## config.mk

```make
export PLATFORM = sky130hd
export DESIGN_NAME = dac_input_fifo
export DESIGN_NICKNAME = d
export VERILOG_FILES = /design/src/shared/dac_fifo_pkg.sv /design/src/hw/dac_input_fifo.sv
export SDC_FILE = /design/constraint.sdc
export NUM_CORES = 2
export LEC_CHECK = 0
export ABC_AREA = 1
export BUFFER_PORTS_ARGS = -buffer_cell sky130_fd_sc_hd__buf_2
export CAP_MARGIN = 20
export CORE_AREA = 5 5 254 256
export DETAILED_ROUTE_END_ITERATION = 12
export DIE_AREA = 0 0 259 261
export GPL_TIMING_DRIVEN = 1
export PLACE_DENSITY = 0.8
export SKIP_LAST_GASP = 1
export SLEW_MARGIN = 20
export SYNTH_ARGS = -nofsm -noshare
export SYNTH_HDL_FRONTEND = slang
export SYNTH_SLANG_ARGS = --single-unit
```

## constraint.sdc

```tcl
create_clock -name clk -period 6.6 [get_ports clk]
set_input_delay 0.33 -clock clk [delete_from_list [all_inputs] [get_ports clk]]
set_output_delay 0.33 -clock clk [all_outputs]
set_load 0.1 [all_outputs]
```

## src/shared/dac_fifo_pkg.sv

```systemverilog
package dac_fifo_pkg;
	// ************************************************
	// register map
	// ************************************************
	localparam logic [3:0] ADDR_CTRL = 4'h0;
	localparam logic [3:0] ADDR_OFFSET = 4'h4;
	localparam logic [3:0] ADDR_SYNCSEL = 4'h8;
	localparam logic [3:0] ADDR_STATUS = 4'hc;
	localparam int CTRL_FIFO_ENA = 0;
	localparam int CTRL_WORD_WIDE = 1;
	localparam int CTRL_AUTO_RESYNC = 2;
	localparam int CTRL_PLL_PATH = 3;
	localparam int CTRL_PLL_SLEEP = 4;
	localparam int CTRL_INTERP_LSB = 5;
	localparam int CTRL_SIF_SYNC = 8;
	localparam int CTRL_W = 7;
	localparam logic [6:0] CTRL_RESET = 7'h11;
	localparam logic [2:0] OFFSET_RESET = 3'h4;
	localparam int SEL_SYNC = 0;
	localparam int SEL_FRAME = 1;
	localparam int SEL_STROBE = 2;
	localparam int SEL_SIF = 3;
	localparam int WR_SEL_LSB = 0;
	localparam int RD_SEL_LSB = 8;
	localparam logic [4:0] WR_SEL_RESET = 5'h02;
	localparam logic [4:0] RD_SEL_RESET = 5'h04;
	localparam int STAT_ALARM = 0;
	localparam int STAT_WRPTR_LSB = 4;
	localparam int STAT_RDPTR_LSB = 8;
	// ************************************************
	// data path
	// ************************************************
	localparam int DEPTH = 8;
	localparam int PTR_W = 3;
	localparam int SAMPLE_W = 64;
	localparam int LANE_W = 16;
	localparam int BYTE_W = 8;
	localparam int PH_W = 2;
	localparam logic [1:0] PH_LAST = 2'h3;
	localparam logic [2:0] PTR_LAST = 3'h7;
	localparam logic [4:0] INTERP_BASE = 5'h02;
	// pin sampler slots
	localparam int PIN_SYNC = 0;
	localparam int PIN_FRAME = 1;
	localparam int PIN_DDR = 2;
	localparam int PIN_CONV = 3;
	localparam int PIN_STROBE = 4;
endpackage

```

## src/hw/dac_input_fifo.sv

```systemverilog
// Added by the designer: the Avalon-MM slave port and the register offsets.
`timescale 1ns/1ps
module dac_input_fifo
	import dac_fifo_pkg::*;
(
	input wire logic clk,
	input wire logic arst_n,
	input wire logic [3:0] address,
	input wire logic read,
	input wire logic write,
	input wire logic [31:0] writedata,
	output logic [31:0] readdata,
	output logic waitrequest,
	input wire logic [15:0] dataPins,
	input wire logic inputDdrClock,
	input wire logic syncPin,
	input wire logic framePin,
	input wire logic converterClock,
	input wire logic outputStrobeRef,
	output logic [63:0] sampleOut,
	output logic sampleValid,
	output logic collisionAlarm,
	output logic pllEnable,
	output logic pllSleep
);
	// ************************************************
	// registers and state
	// ************************************************
	logic [CTRL_W-1:0] ctrl_reg;
	logic [2:0] offset_reg;
	logic [4:0] wrSel_reg;
	logic [4:0] rdSel_reg;
	logic alarm_reg;
	logic sifPulse_reg;
	logic waitrequest_reg;
	logic [31:0] readdata_reg;
	logic [15:0] dS1_reg;
	logic [15:0] dS2_reg;
	logic [4:0] pinS1_reg;
	logic [4:0] pinS2_reg;
	logic [4:0] pinS3_reg;
	logic [1:0] srcLat_reg;
	logic strLat_reg;
	logic [PH_W-1:0] phase_reg;
	logic [SAMPLE_W-1:0] asm_reg;
	logic [SAMPLE_W-1:0] asmNext;
	logic [SAMPLE_W-1:0] hold_reg;
	logic [SAMPLE_W-1:0] mem_reg [DEPTH];
	logic [PTR_W-1:0] wrPtr_reg;
	logic [PTR_W-1:0] rdPtr_reg;
	logic rdPend_reg;
	logic [3:0] divCnt_reg;
	logic [SAMPLE_W-1:0] sampleOut_reg;
	logic sampleValid_reg;

	logic busWr;
	logic fifoEna;
	logic wordWide;
	logic ddrRise;
	logic ddrEdge;
	logic convRise;
	logic [1:0] syncEdge;
	logic wrSyncEvt;
	logic rdRecap;
	logic strEdge;
	logic [PH_W-1:0] kEff;
	logic writeEvt;
	logic [4:0] interpLim;
	logic rdTick;
	logic [PTR_W-1:0] rdAddr;
	logic collide;
	logic resync;
	logic [31:0] rdVal;

	assign busWr = write && !waitrequest_reg;
	assign fifoEna = ctrl_reg[CTRL_FIFO_ENA];
	assign wordWide = ctrl_reg[CTRL_WORD_WIDE];

	// ************************************************
	// register bus
	// ************************************************
	// one wait cycle: data settles before the master samples it
	always_ff @(posedge clk or negedge arst_n) begin
		if (!arst_n) begin
			waitrequest_reg <= 1'b1;
		end else if ((read || write) && waitrequest_reg) begin
			waitrequest_reg <= 1'b0;
		end else begin
			waitrequest_reg <= 1'b1;
		end
	end

	always_comb begin
		rdVal = 32'h0;
		if (address == ADDR_CTRL) begin
			rdVal[CTRL_W-1:0] = ctrl_reg;
		end else if (address == ADDR_OFFSET) begin
			rdVal[2:0] = offset_reg;
		end else if (address == ADDR_SYNCSEL) begin
			rdVal[WR_SEL_LSB +: 5] = wrSel_reg;
			rdVal[RD_SEL_LSB +: 5] = rdSel_reg;
		end else if (address == ADDR_STATUS) begin
			rdVal[STAT_ALARM] = alarm_reg;
			rdVal[STAT_WRPTR_LSB +: PTR_W] = wrPtr_reg;
			rdVal[STAT_RDPTR_LSB +: PTR_W] = rdPtr_reg;
		end
	end

	always_ff @(posedge clk or negedge arst_n) begin
		if (!arst_n) begin
			readdata_reg <= 32'h0;
		end else if (read && waitrequest_reg) begin
			readdata_reg <= rdVal;
		end
	end

	always_ff @(posedge clk or negedge arst_n) begin
		if (!arst_n) begin
			ctrl_reg <= CTRL_RESET;
			offset_reg <= OFFSET_RESET;
			wrSel_reg <= WR_SEL_RESET;
			rdSel_reg <= RD_SEL_RESET;
		end else if (busWr) begin
			if (address == ADDR_CTRL) begin
				ctrl_reg <= writedata[CTRL_W-1:0];
			end else if (address == ADDR_OFFSET) begin
				offset_reg <= writedata[2:0];
			end else if (address == ADDR_SYNCSEL) begin
				wrSel_reg <= writedata[WR_SEL_LSB +: 5];
				rdSel_reg <= writedata[RD_SEL_LSB +: 5];
			end
		end
	end

	// software sync is a one-cycle strobe, never stored
	always_ff @(posedge clk or negedge arst_n) begin
		if (!arst_n) begin
			sifPulse_reg <= 1'b0;
		end else begin
			sifPulse_reg <= busWr && address == ADDR_CTRL && writedata[CTRL_SIF_SYNC];
		end
	end

	// ************************************************
	// pin sampling
	// ************************************************
	// pins only reach logic after two flops; stage three is the edge history
	always_ff @(posedge clk or negedge arst_n) begin
		if (!arst_n) begin
			dS1_reg <= 16'h0;
			dS2_reg <= 16'h0;
			pinS1_reg <= 5'h0;
			pinS2_reg <= 5'h0;
			pinS3_reg <= 5'h0;
		end else begin
			dS1_reg <= dataPins;
			dS2_reg <= dS1_reg;
			pinS1_reg <= {outputStrobeRef, converterClock, inputDdrClock, framePin, syncPin};
			pinS2_reg <= pinS1_reg;
			pinS3_reg <= pinS2_reg;
		end
	end

	assign ddrRise = pinS2_reg[PIN_DDR] && !pinS3_reg[PIN_DDR];
	assign ddrEdge = pinS2_reg[PIN_DDR] ^ pinS3_reg[PIN_DDR];
	assign convRise = pinS2_reg[PIN_CONV] && !pinS3_reg[PIN_CONV];

	// ************************************************
	// sync sources
	// ************************************************
	// sync and frame are looked at only on input clock rising edges
	always_ff @(posedge clk or negedge arst_n) begin
		if (!arst_n) begin
			srcLat_reg <= 2'h0;
		end else if (ddrRise) begin
			srcLat_reg <= pinS2_reg[PIN_FRAME:PIN_SYNC];
		end
	end

	always_ff @(posedge clk or negedge arst_n) begin
		if (!arst_n) begin
			strLat_reg <= 1'b0;
		end else if (convRise) begin
			strLat_reg <= pinS2_reg[PIN_STROBE];
		end
	end

	assign syncEdge = {2{ddrRise}} & pinS2_reg[PIN_FRAME:PIN_SYNC] & ~srcLat_reg;
	// all-zero selects mask every selected reset source; a collision resync still resets both sides
	assign wrSyncEvt = (|(syncEdge & wrSel_reg[SEL_FRAME:SEL_SYNC]))
		|| (sifPulse_reg && wrSel_reg[SEL_SIF]);
	assign rdRecap = (|(syncEdge & rdSel_reg[SEL_FRAME:SEL_SYNC]))
		|| (sifPulse_reg && rdSel_reg[SEL_SIF]);
	assign strEdge = convRise && pinS2_reg[PIN_STROBE] && !strLat_reg
		&& rdSel_reg[SEL_STROBE];

	// ************************************************
	// sample assembly
	// ************************************************
	// a write-side sync also marks the first edge of a sample
	assign kEff = wrSyncEvt ? '0 : phase_reg;
	assign writeEvt = ddrEdge && kEff == PH_LAST;

	always_comb begin
		asmNext = asm_reg;
		if (wordWide) begin
			asmNext[SAMPLE_W-1-LANE_W*kEff -: LANE_W] = dS2_reg;
		end else begin
			asmNext[SAMPLE_W-1-BYTE_W*kEff -: BYTE_W] = dS2_reg[15:8];
			asmNext[SAMPLE_W/2-1-BYTE_W*kEff -: BYTE_W] = dS2_reg[7:0];
		end
	end

	always_ff @(posedge clk or negedge arst_n) begin
		if (!arst_n) begin
			phase_reg <= '0;
			asm_reg <= '0;
		end else if (ddrEdge) begin
			phase_reg <= PH_W'(kEff + 2'h1);
			asm_reg <= asmNext;
		end
	end

	// ************************************************
	// storage and write side
	// ************************************************
	generate
		for (genvar i = 0; i < DEPTH; i++) begin : g_entry
			always_ff @(posedge clk or negedge arst_n) begin
				if (!arst_n) begin
					mem_reg[i] <= '0;
				end else if (writeEvt && fifoEna && wrPtr_reg == PTR_W'(i)) begin
					mem_reg[i] <= asmNext;
				end
			end
		end
	endgenerate

	// bypass keeps the last whole sample for the converter side
	always_ff @(posedge clk or negedge arst_n) begin
		if (!arst_n) begin
			hold_reg <= '0;
		end else if (writeEvt) begin
			hold_reg <= asmNext;
		end
	end

	always_ff @(posedge clk or negedge arst_n) begin
		if (!arst_n) begin
			wrPtr_reg <= '0;
		end else if (resync || wrSyncEvt) begin
			wrPtr_reg <= '0;
		end else if (writeEvt) begin
			wrPtr_reg <= PTR_W'(wrPtr_reg + 3'h1);
		end
	end

	// ************************************************
	// read side
	// ************************************************
	// the divider follows the converter clock; PLL multiplication is analog
	assign interpLim = 5'(INTERP_BASE << ctrl_reg[CTRL_INTERP_LSB +: 2]) - 5'h1;
	assign rdTick = convRise && {1'b0, divCnt_reg} == interpLim;

	always_ff @(posedge clk or negedge arst_n) begin
		if (!arst_n) begin
			divCnt_reg <= 4'h0;
		end else if (rdTick) begin
			divCnt_reg <= 4'h0;
		end else if (convRise) begin
			divCnt_reg <= 4'(divCnt_reg + 4'h1);
		end
	end

	// a pending read reset is taken at the next output tick, hence the
	// phase uncertainty of the recaptured path
	assign rdAddr = rdPend_reg ? offset_reg : rdPtr_reg;

	always_ff @(posedge clk or negedge arst_n) begin
		if (!arst_n) begin
			rdPend_reg <= 1'b0;
		end else if (strEdge || rdRecap || resync) begin
			rdPend_reg <= 1'b1;
		end else if (rdTick) begin
			rdPend_reg <= 1'b0;
		end
	end

	always_ff @(posedge clk or negedge arst_n) begin
		if (!arst_n) begin
			rdPtr_reg <= OFFSET_RESET;
		end else if (rdTick) begin
			rdPtr_reg <= PTR_W'(rdAddr + 3'h1);
		end
	end

	always_ff @(posedge clk or negedge arst_n) begin
		if (!arst_n) begin
			sampleOut_reg <= '0;
			sampleValid_reg <= 1'b0;
		end else begin
			sampleValid_reg <= rdTick;
			if (rdTick) begin
				sampleOut_reg <= fifoEna ? mem_reg[rdAddr] : hold_reg;
			end
		end
	end

	// ************************************************
	// collision alarm
	// ************************************************
	// a rate mismatch at the source ends up here
	assign collide = rdTick && writeEvt && fifoEna && rdAddr == wrPtr_reg;
	assign resync = collide && ctrl_reg[CTRL_AUTO_RESYNC];

	// new collision wins over a write-one clear in the same cycle
	always_ff @(posedge clk or negedge arst_n) begin
		if (!arst_n) begin
			alarm_reg <= 1'b0;
		end else if (collide) begin
			alarm_reg <= 1'b1;
		end else if (busWr && address == ADDR_STATUS && writedata[STAT_ALARM]) begin
			alarm_reg <= 1'b0;
		end
	end

	// ************************************************
	// outputs
	// ************************************************
	assign readdata = readdata_reg;
	assign waitrequest = waitrequest_reg;
	assign sampleOut = sampleOut_reg;
	assign sampleValid = sampleValid_reg;
	assign collisionAlarm = alarm_reg;
	assign pllEnable = ctrl_reg[CTRL_PLL_PATH];
	assign pllSleep = ctrl_reg[CTRL_PLL_SLEEP];
endmodule

```

==> flow_metrics.py <==
metrics = {
    "outcome": {
        "status": "complete, no violations",
    },
    "floorplan": {
        "die_area_sq_um": 67600,
        "num_rows": 92,
        "core_area_sq_um": 62270,
        "die_w_microns": 259,
        "io_pins": 162,
        "die_h_microns": 261,
        "initial_core_util_pct": 61.19,
    },
    "logic_synthesis": {
        "yosys_most_used_dff": "dfrtp_1",
        "ys_seq_area_share_pct": 52.56,
        "synth_edf_count": 0,
        "synth_top_cell_area_share_pct": 52.07,
        "netlist_area_sq_um": 38110,
        "ys_types": 39,
        "synthTopCellsByArea": "dfrtp_1, nand2_1, nand3_1",
        "ys_async_sr_fraction_pct": 100.0,
        "avgSynthCellArea_sq_um": 7.689,
        "yosys_register_bits": 800,
        "synth.largest_area_cell": "dfrtp_1",
        "ys_warn_count": 0,
        "syn_inst": 4956,
    },
    "power_and_ir_drop": {
        "p_sw_uw": 7646,
        "pwr-share-clk_pct": 26.9,
        "power_frac_seq_pct": 36.8,
        "pwr_density_cell_nw_per_um2": 419.3,
        "pwr-share-comb_pct": 36.3,
        "swShare_pct": 43.18,
        "vdd_drop_max_mv": 0.3552,
        "p_leak_uw": 0.02222,
        "internal_power_uw": 10060,
    },
    "clock_tree": {
        "h-tree-depth": 3,
        "clk_latency_ns": 0.65,
        "postCtsHoldBufs": 36,
        "clk_pin_slew_ns": 0.06,
        "cts.sinks": 800,
        "clock_path_buffers": 3,
        "ctsResizeCount": 0,
        "cts_post_setup_buffers_inserted": 0,
        "cts_tree": "done",
        "numCtsBuffers": 83,
        "clockRootBuffer": "clkbuf_16",
    },
    "placement": {
        "place_congestion": 0.9077,
        "portBuffers": 121,
        "hpwlAfterDp_microns": 63880,
        "place_worst_setup_slack_ns": 2.208,
    },
    "detailed_routing": {
        "drc_errors": 0,
        "viasPerCell": 6.021,
        "first_pass_iters": 7,
        "wl_per_cell_microns": 20.70,
        "wirelength_microns": 121500,
        "drt_iter0_drc": 4655,
        "vias": 35351,
        "ant_nets": 0,
    },
    "sta": {
        "hold_viol": 0,
        "slew_headroom_pct": 18.14,
        "skew_ns": 0.02741,
        "period_needed_ns": 4.580,
        "worst_pin_slew_ns": 1.228,
        "finalCritPeriodShare_pct": 69.39,
        "slew_violations": 0,
        "rsz0062_at_grt": "false",
        "fin_tns_setup_ns": 0,
        "setup_ws_ns": 2.020,
        "fmax_mhz": 218.3,
        "setup_viol": 0,
    },
    "cells_and_area": {
        "syn2layout_area_growth_pct": 10.83,
        "final_cell_mix": "nand2_1, nand3_1, dfrtp_1",
        "nets": 5031,
        "fillerInstances": 5068,
        "layout_commonest_cell": "nand2_1",
        "largest_reg_flops": 512,
        "diodes": 0,
        "drive_gt1_share_pct": 9.114,
    },
    "flow_run": {
        "drv_cap": 0,
    },
    "global_routing": {
        "grt_overflow": 0,
        "grt_pass1_wl_microns": 190000,
        "grt_pass1_vias": 33234,
        "grt_max_degree": 246,
        "antenna_found_initial": 2,
        "grt_usage_pct": 35.61,
    },
    "worst_setup_path": {
        "cp_cell_sequence": "inv_1, ha_2, nand4_2, nand4_2, ha_1, clkinv_1, nor2_4, nand2_1, nand2_1, nand3_1, nand2_1",
        "max_stage_delay_ns": 0.92,
        "crit_arrival_ns": 5.15,
        "end_kind": "flop",
        "start_kind": "flop",
        "cp_slowest_cell": "clkinv_1",
        "cp_common_cell": "nand2_1",
        "worstSetupPathType": "flop to flop",
        "path_max_fanout": 19,
        "worst_ep_required_time_ns": 7.17,
    },
    "worst_hold_path": {
        "hold_class": "input pin to flop",
    },
}
logic make-up after synthesis:
group                    count (synthesis)  share of synthesized area [%]
AND/OR/NAND/NOR                       3036                          33.60
flip-flops                             800                          52.56
buffers and inverters                  598                          6.343
AO/OA/AOI/OAI                          499                          6.833
adder cells (fa/ha/maj)                 13                         0.4268
XOR/XNOR                                 5                         0.1149
multiplexers                             4                         0.1182
other                                    1                       0.009841
through the flow:
step | hold WS (ns) | util, % | instance area [sq um] | power [uW] | std cells
finish | 0.03517 | 67.82 | 42240 | 17710 | 5871
global route | 0.06248 | 67.82 | 42240 | 18490 | 5871
CTS | 0.01381 | 67.72 | 42170 | 17560 | 5869
detailed placement | 0.3347 | 62.71 | 39050 | 12790 | 5680
floorplan | 0.03441 | - | 38180 | 11110 | 4975
global placement | 0.3325 | 62.71 | 39050 | 12670 | 5680
path summary, 6_finish.rpt:
path | start | endpoint | slack (ns) | depth (start not counted)
max | pinS3_reg[2] | mem_reg[370] | 2.02 | 11
min | address[3] | readdata[12] | 0.04 | 3
max reg2reg | pinS3_reg[2] | mem_reg[370] | 2.02 | 11
min reg2reg | pinS1_reg[3] | pinS2_reg[3] | 0.34 | 0
max in group asynchronous | arst_n | mem_reg[405] | 4.61 | 4
min in group asynchronous | arst_n | mem_reg[135] | 0.37 | 2
critical path, delay by kind of cell (launching register included):
family	cells	cell delay, ns
buf+inv	2	0.98
flops	1	0.36
simple gates	7	2.08
fa+ha+maj	2	1.06
power by group through the flow:
stage,combinational (uW),clock (uW),sequential (uW)
after CTS,6290,4770,6500
after detailed placement,6230,0,6570
after floorplan,3490,0,7630
final,6430,4760,6510
after global placement,6130,0,6530
after global routing,6890,4980,6620
cell usage after synthesis (2+ instances only):
| cell type | n |
|---|---|
| buf_1 | 45 |
| nand4_1 | 2 |
| mux2_2 | 4 |
| o21ai_0 | 167 |
| nor3_1 | 3 |
| o21ai_2 | 8 |
| dfrtp_1 | 793 |
| clkinv_1 | 3 |
| o211ai_1 | 23 |
| a21oi_1 | 291 |
| nand2_2 | 46 |
| nand3_1 | 816 |
| inv_1 | 267 |
| inv_2 | 14 |
| o21ai_1 | 2 |
| dfstp_2 | 7 |
| clkbuf_1 | 178 |
| nand4_2 | 3 |
| nand2_1 | 1995 |
| nor2_1 | 111 |
| xor2_1 | 4 |
| nor2_2 | 4 |
| o22ai_1 | 3 |
| buf_4 | 21 |
| nor3_2 | 2 |
| buf_2 | 69 |
| ha_1 | 13 |
| or2_2 | 44 |
| nor2_4 | 4 |
| a22o_1 | 2 |
| nor3_4 | 4 |
per-layer routing:
layer | part of all wire (%) | vias up | GRT usage (%)
met3 | 12 | 531 | 8.311
met4 | 5.8 | 6 | 17.38
met5 | 0.090 | - | 0.8547
met1 | 37 | 16692 | 48.32
met2 | 45 | 2299 | 54.68
li1 | - | 15823 | -
cell type report:
class / count / area (sq um) / area share [%]
multi-input combinational: 3577 / 15810 / 37.42
clock inverter: 21 / 198.9 / 0.4710
timing repair buffer: 211 / 1504 / 3.561
tap: 846 / 1059 / 2.506
clock buffer: 132 / 2564 / 6.070
inverter: 284 / 1076 / 2.548
sequential: 800 / 20030 / 47.42
No activity file was read; power rests on OpenSTA's default activity.
